[config.mk]
export PLATFORM = sky130hd
export DESIGN_NAME = wrc_context_file
export DESIGN_NICKNAME = d
export VERILOG_FILES = /design/src/core/wrc_pkg.sv /design/src/core/wrc_context_file.sv
export SDC_FILE = /design/constraint.sdc
export NUM_CORES = 2
export LEC_CHECK = 0
export BUFFER_PORTS_ARGS = -buffer_cell sky130_fd_sc_hd__buf_2
export CELL_PAD_IN_SITES_DETAIL_PLACEMENT = 1
export CELL_PAD_IN_SITES_GLOBAL_PLACEMENT = 2
export CORE_UTILIZATION = 40
export CTS_CLUSTER_SIZE = 14
export DETAILED_ROUTE_END_ITERATION = 12
export PLACE_DENSITY = 0.87
export SYNTH_ARGS = -nofsm -noshare
export SYNTH_HDL_FRONTEND = slang
export SYNTH_SLANG_ARGS = --single-unit
[constraint.sdc]
create_clock -name i_clock -period 4.8 [get_ports i_clock]
set_input_delay 0.96 -clock i_clock [delete_from_list [all_inputs] [get_ports i_clock]]
set_output_delay 0.96 -clock i_clock [all_outputs]
set_load 0.01 [all_outputs]
[src/core/wrc_pkg.sv]
// package for the cpu working register context file
package wrc_pkg;
   localparam int DATA_W = 16;
   localparam int NUM_REGS = 16;
   localparam int NUM_ALT = 4;
   localparam int NUM_CTX = 5;
   localparam int CTX_W = 3;
   localparam int IDX_W = 4;
   localparam int INSTR_W = 24;
   localparam int PC_W = 23;
   localparam int IPL_W = 3;
   localparam int NEST_DEPTH = 8;
   localparam int NEST_W = 3;
   localparam logic [IDX_W-1:0] SP_IDX = 4'hf;
   localparam logic [CTX_W-1:0] CTX_MAIN = 3'h0;
   localparam logic [CTX_W-1:0] CTX_LAST = 3'h4;
   localparam logic [IPL_W-1:0] IPL_LO = 3'h1;
   localparam logic [IPL_W-1:0] IPL_HI = 3'h6;
   localparam logic [DATA_W-1:0] REG_RST = 16'h0000;
   localparam logic [PC_W-1:0] PC_RST = 23'h000000;
   localparam int CFG_W = NUM_ALT * CTX_W;
   // instruction timing classes
   typedef enum logic [1:0] {
      WRC_SINGLE = 2'b00,
      WRC_FLOW = 2'b01,
      WRC_MOVD = 2'b10,
      WRC_TABLE = 2'b11
   } wrc_class_e;
   typedef enum logic [1:0] {
      WRC_RUN = 2'b00,
      WRC_STALL = 2'b01
   } wrc_state_e;
   // register file access port
   typedef struct packed {
      logic rd_en;
      logic [IDX_W-1:0] rd_idx;
      logic wr_en;
      logic [IDX_W-1:0] wr_idx;
      logic [DATA_W-1:0] wr_data;
   } wrc_access_s;
   // context status word
   typedef struct packed {
      logic [CTX_W-1:0] manual_context_index;
      logic [CTX_W-1:0] current_context_index;
   } wrc_status_s;
   typedef logic [NUM_CTX-1:0][NUM_REGS-2:0][DATA_W-1:0] wrc_bank_t;
   typedef logic [NEST_DEPTH-1:0][CTX_W-1:0] wrc_nest_t;
   typedef struct packed {
      wrc_bank_t banks;
      logic [DATA_W-1:0] software_stack_pointer;
      logic [CTX_W-1:0] cur_ctx;
      logic [CTX_W-1:0] man_ctx;
      wrc_nest_t nest;
      logic [NEST_W:0] nest_cnt;
      logic [DATA_W-1:0] rd_data;
      logic [PC_W-1:0] program_counter;
      wrc_state_e state;
      logic [1:0] stall_cnt;
      logic [DATA_W-1:0] loop_cnt;
   } wrc_state_s;
   // extra stall cycle counts of multi-cycle classes
   localparam logic [1:0] EXTRA_FLOW = 2'h1;
   localparam logic [1:0] EXTRA_MOVD = 2'h1;
   localparam logic [1:0] EXTRA_TABLE = 2'h2;
endpackage : wrc_pkg

[src/core/wrc_context_file.sv]
// working register file with alternate contexts and fetch sequencing
`timescale 1ns/1ps
////////////////////////////////////////////////////////////////////////////
module wrc_context_file
   import wrc_pkg::*;
#(
   parameter int DEPTH = NEST_DEPTH
) (
   input wire logic i_clock,
   input wire logic i_reset,
   input wire logic i_enable,
   input wire wrc_access_s i_access,
   input wire logic [CFG_W-1:0] i_alternate_set_config_word,
   input wire logic i_context_swap_instruction,
   input wire logic [CTX_W-1:0] i_swap_target,
   input wire logic i_irq_entry,
   input wire logic [IPL_W-1:0] i_interrupt_priority_level,
   input wire logic i_irq_return,
   input wire logic i_instr_valid,
   input wire logic [INSTR_W-1:0] i_instr_word,
   input wire wrc_class_e i_instr_class,
   input wire logic i_program_space_visibility,
   input wire logic i_branch,
   input wire logic [PC_W-1:0] i_branch_target,
   input wire logic i_loop_start,
   input wire logic [DATA_W-1:0] i_loop_count,
   output logic [DATA_W-1:0] o_rd_data,
   output logic [DATA_W-1:0] o_stack_pointer_role,
   output wrc_status_s o_context_status_register,
   output logic [PC_W-1:0] o_program_counter,
   output logic o_instr_ready,
   output logic o_loop_active
);
   ////////////////////////////////////////////////////////////////////////
   wrc_state_s st_reg;
   wrc_state_s st_next;

   // set bound to a priority level, main set if none
   function automatic logic [CTX_W-1:0] ctx_for_level(
      input logic [CFG_W-1:0] cfg,
      input logic [IPL_W-1:0] lvl
   );
      logic [CTX_W-1:0] hit;
      hit = CTX_MAIN;
      if (lvl >= IPL_LO && lvl <= IPL_HI) begin
         for (int k = NUM_ALT - 1; k >= 0; k--) begin
            if (cfg[k*CTX_W +: CTX_W] == lvl) begin
               hit = CTX_W'(k + 1);
            end
         end
      end
      return hit;
   endfunction : ctx_for_level

   function automatic logic [1:0] extra_cycles(
      input wrc_class_e cls,
      input logic program_space_visibility
   );
      logic [1:0] n;
      n = 2'h0;
      case (cls)
         WRC_FLOW: n = EXTRA_FLOW;
         WRC_MOVD: n = EXTRA_MOVD;
         WRC_TABLE: n = EXTRA_TABLE;
         default: n = 2'h0;
      endcase
      if (program_space_visibility && n == 2'h0) begin
         n = EXTRA_MOVD;
      end
      return n;
   endfunction : extra_cycles

   ////////////////////////////////////////////////////////////////////////
   logic [CTX_W-1:0] irq_ctx;
   logic take_instr;
   assign irq_ctx = ctx_for_level(i_alternate_set_config_word,
      i_interrupt_priority_level);
   assign take_instr = i_instr_valid && st_reg.state == WRC_RUN;

   always_comb begin
      st_next = st_reg;
      if (i_access.rd_en) begin
         if (i_access.rd_idx == SP_IDX) begin
            st_next.rd_data = st_reg.software_stack_pointer;
         end else begin
            st_next.rd_data = st_reg.banks[st_reg.cur_ctx][i_access.rd_idx];
         end
      end
      if (i_access.wr_en) begin
         if (i_access.wr_idx == SP_IDX) begin
            st_next.software_stack_pointer = i_access.wr_data;
         end else begin
            st_next.banks[st_reg.cur_ctx][i_access.wr_idx] =
               i_access.wr_data;
         end
      end
      if (i_irq_entry) begin
         if (st_reg.nest_cnt < (NEST_W+1)'(DEPTH)) begin
            st_next.nest[st_reg.nest_cnt[NEST_W-1:0]] = st_reg.cur_ctx;
            st_next.nest_cnt = st_reg.nest_cnt + 1'b1;
         end
         if (irq_ctx != CTX_MAIN) begin
            st_next.cur_ctx = irq_ctx;
         end
      end else if (i_irq_return) begin
         if (st_reg.nest_cnt != '0) begin
            st_next.cur_ctx = st_reg.nest[st_reg.nest_cnt[NEST_W-1:0] - 1'b1];
            st_next.nest_cnt = st_reg.nest_cnt - 1'b1;
         end
      end else if (i_context_swap_instruction && i_swap_target <= CTX_LAST)
      begin
         st_next.cur_ctx = i_swap_target;
         st_next.man_ctx = i_swap_target;
      end
      case (st_reg.state)
         WRC_RUN: begin
            if (take_instr) begin
               if (i_branch) begin
                  st_next.program_counter = i_branch_target;
               end else begin
                  st_next.program_counter = st_reg.program_counter + 1'b1;
               end
               if (extra_cycles(i_instr_class, i_program_space_visibility)
                  != 2'h0) begin
                  st_next.state = WRC_STALL;
                  st_next.stall_cnt =
                     extra_cycles(i_instr_class, i_program_space_visibility);
               end
            end
         end
         WRC_STALL: begin
            st_next.stall_cnt = st_reg.stall_cnt - 1'b1;
            if (st_reg.stall_cnt == 2'h1) begin
               st_next.state = WRC_RUN;
            end
         end
         default: st_next.state = WRC_RUN;
      endcase
      if (i_loop_start) begin
         st_next.loop_cnt = i_loop_count;
      end else if (take_instr && st_reg.loop_cnt != '0) begin
         st_next.loop_cnt = st_reg.loop_cnt - 1'b1;
      end
   end

   always_ff @(posedge i_clock) begin
      if (i_reset) begin
         st_reg <= '0;
         st_reg.program_counter <= PC_RST;
         st_reg.cur_ctx <= CTX_MAIN;
         st_reg.man_ctx <= CTX_MAIN;
         st_reg.state <= WRC_RUN;
         st_reg.software_stack_pointer <= REG_RST;
      end else if (i_enable) begin
         st_reg <= st_next;
      end
   end

   ////////////////////////////////////////////////////////////////////////
   // instruction word width fixed by port
   assign o_rd_data = st_reg.rd_data;
   assign o_stack_pointer_role = st_reg.software_stack_pointer;
   assign o_context_status_register.current_context_index = st_reg.cur_ctx;
   assign o_context_status_register.manual_context_index = st_reg.man_ctx;
   assign o_program_counter = st_reg.program_counter;
   assign o_instr_ready = st_reg.state == WRC_RUN;
   assign o_loop_active = st_reg.loop_cnt != '0;
endmodule : wrc_context_file

==> flow_metrics.py <==
metrics = {
    "status": {
        "outcome": "finished clean",
    },
    "floorplanning": {
        "die_height_um": 385.9,
        "num_rows": 140,
        "dieWidth_um": 385.9,
        "start_util_pct": 40.40,
        "dieArea_mm2": 0.1489,
        "pin_count": 182,
        "coreArea_mm2": 0.1459,
    },
    "power": {
        "seqPwrFrac_pct": 44.1,
        "combPwrFrac_pct": 9.9,
        "clkPwrFrac_pct": 46.0,
        "p_sw_mw": 6.897,
        "p_leak_nw": 20.84,
        "peakVddDrop_v": 0.0003427,
        "switching_share_pct": 27.53,
        "powerDensity_mw_per_mm2": 382.1,
        "p_int_mw": 18.16,
    },
    "logic_synthesis": {
        "ys_seq_area_share_pct": 44.42,
        "ys_top_cells_by_count": "nand2_1 (2612), a21oi_1 (1379), dfxtp_1 (1308)",
        "yosysTopAreaCell": "dfxtp_1",
        "synth_seq_cells": 1308,
        "ys.flop_type": "dfxtp_1",
        "synthCells": 7622,
        "synth_area_mm2": 0.05895,
        "ys_warn_count": 0,
        "yosysUniqueCellTypes": 92,
        "netlist.area_leader.share_pct": 44.42,
        "synth.top_cells.by_area": "dfxtp_1 (44%), nand2_1 (17%), a21oi_1 (12%)",
        "avgSynthCellArea_um2": 7.734,
        "synthArstFlopShare_pct": 0,
        "synth_most_common_cell": "nand2_1",
        "synth-edff-count": 0,
        "synth_nets": 7751,
    },
    "sta": {
        "setup_viol": 0,
        "rsz0062_at_grt": "no",
        "fmax_mhz": 258.7,
        "finalClockSkew_ns": 0.02415,
        "worst_pin_slew_ns": 1.311,
        "slew_viol_final": 0,
        "slew_headroom_pct": 11.39,
        "post-route-period-util_pct": 80.53,
        "fin_setup_tns_ns": 0,
        "fin_ws_ns": 0.9348,
        "final-hold-violation-count": 0,
        "fin_crit_ns": 3.865,
    },
    "cells_and_area": {
        "finalInstanceArea_mm2": 0.06558,
        "largest_reg_flops": 1247,
        "syn_to_final_growth_pct": 11.25,
        "drive_above_1_share_pct": 11.08,
        "multi_input_area_mm2": 0.02917,
        "area.sequential_mm2": 0.02620,
        "fillers": 17710,
        "layout.nets": 7551,
    },
    "clock_tree": {
        "clk_pin_slew_ns": 0.06,
        "post_cts_buffers": 0,
        "numCtsBuffers": 148,
        "cts_max_level": 4,
        "post_cts_resize_count": 0,
        "insertion_delay_ns": 0.80,
        "cts.sinks": 1308,
        "root_buffer": "clkbuf_16",
        "ctsLongestPathBuffers": 3,
        "cts_tree": "done",
        "cts_hold_buf": 0,
    },
    "detailed_routing": {
        "vias_per_cell": 6.094,
        "drtPass1Iterations": 6,
        "drt_iter0_markers": 5947,
        "vias": 57650,
        "drc": 0,
        "wl_per_cell_um": 27.05,
        "ant_nets": 0,
        "wirelength_mm": 255.9,
    },
    "placed_design": {
        "port_buffers": 157,
        "dp_hpwl_mm": 159.0,
        "placed_cell_area_mm2": 0.06070,
        "dpl_worst_slack_ns": 0.9697,
        "gp_congestion": 0.9116,
    },
    "critical_path": {
        "crit_required_ns": 5.52,
        "critPathKind": "flop to flop",
        "worst-path-max-fanout": 30,
        "cp-start-kind": "flop",
        "arrival_ns": 4.59,
        "endpoint_kind": "flop",
    },
    "worst_hold_path": {
        "hold_path_class": "input pin to flop",
    },
    "global_route": {
        "grt_first_pass_wirelength_mm": 373.9,
        "grt_pass1_vias": 56530,
        "gr-total-overflow": 0,
        "antenna_found_initial": 13,
        "grt_max_degree": 194,
        "grt.total_usage_pct": 33.39,
    },
    "flow_run": {
        "maxCapViolations": 0,
    },
}
==> worst max-delay path, stage by stage, from the launching register on <==
cell	delay, ns
dfxtp_4	0.51
buf_4	0.37
or2_1	0.67
o21ai_0	0.51
a21oi_1	0.08
nor4b_1	1.12
o31ai_1	0.27
o211ai_1	0.17
==> per-layer routing <==
layer	part of all wire (%)	wire (µm)	up-vias	GRT usage (%)
li1	-	-	25550	-
met3	9.1	23410	638	7.211
met4	5.1	12950	18	16.21
met5	0.042	108	-	0
met1	42	106600	28890	44.02
met2	44	112900	2548	51.55
==> final timing paths <==
kind                                start                    to  slack, ns  cells after the start
max          o_context_status_register[0]         o_rd_data[15]       0.93                      7
min                    i_branch_target[0]  o_program_counter[0]       0.44                      3
max reg2reg  o_context_status_register[0]         o_rd_data[15]       0.93                      7
min reg2reg                   st_reg[620]           st_reg[620]       0.45                      2
==> layout make-up <==
class	count	share of cell area [%]
antenna	4	0.01526
inverter	26	0.1545
tap	1917	3.657
sequential	1308	39.94
clock buffer	232	6.914
clock inverter	34	0.5151
multi-input combinational	5552	44.48
timing repair buffer	386	4.319
==> through the flow <==
stage | hold slack (ns) | util [%] | power, mW | instances
CTS | 0.3963 | 44.94 | 25.08 | 9455
finish | 0.4384 | 44.95 | 25.06 | 9459
global route | 0.4480 | 44.94 | 25.63 | 9455
global placement | 0.4375 | 41.60 | 13.65 | 9189
detailed placement | 0.4445 | 41.60 | 13.67 | 9189
floorplan | 0.4317 | - | 12.61 | 7622
==> cell usage in the layout, fill, tap and decap left out, types with 25 or more instances in the layout <==
master	instances
o21ai_0	131
o22ai_1	25
o2bb2ai_1	35
nand2_1	2612
buf_4	224
a22oi_1	144
buf_2	139
mux2i_1	208
dfxtp_1	1305
clkbuf_16	152
o221ai_1	69
mux4_2	51
a221o_1	27
a221oi_1	60
clkbuf_1	37
nor2_1	192
nor2_2	31
nor3_1	37
nand3_1	90
clkbuf_8	43
a211oi_1	29
mux2_2	78
a21oi_1	1378
==> cell families after synthesis <==
kind of cell | synth area share, %
and+or+nand+nor | 21.03
buffers and inverters | 6.282
adders and majority gates | 0.2250
DFF | 44.42
AOI/OAI and AO/OA | 20.82
xor gates and xnor gates | 0.2377
muxes | 6.989
==> power by group through the flow <==
stage	clock, mW	combinational (mW)	sequential, mW
after global placement	0	2.37	11.3
after detailed placement	0	2.39	11.3
after CTS	11.6	2.40	11.0
after global routing	12.1	2.52	11.0
final	11.5	2.48	11.0
after floorplan	0	1.41	11.2
(Power assumes the default switching activity.)
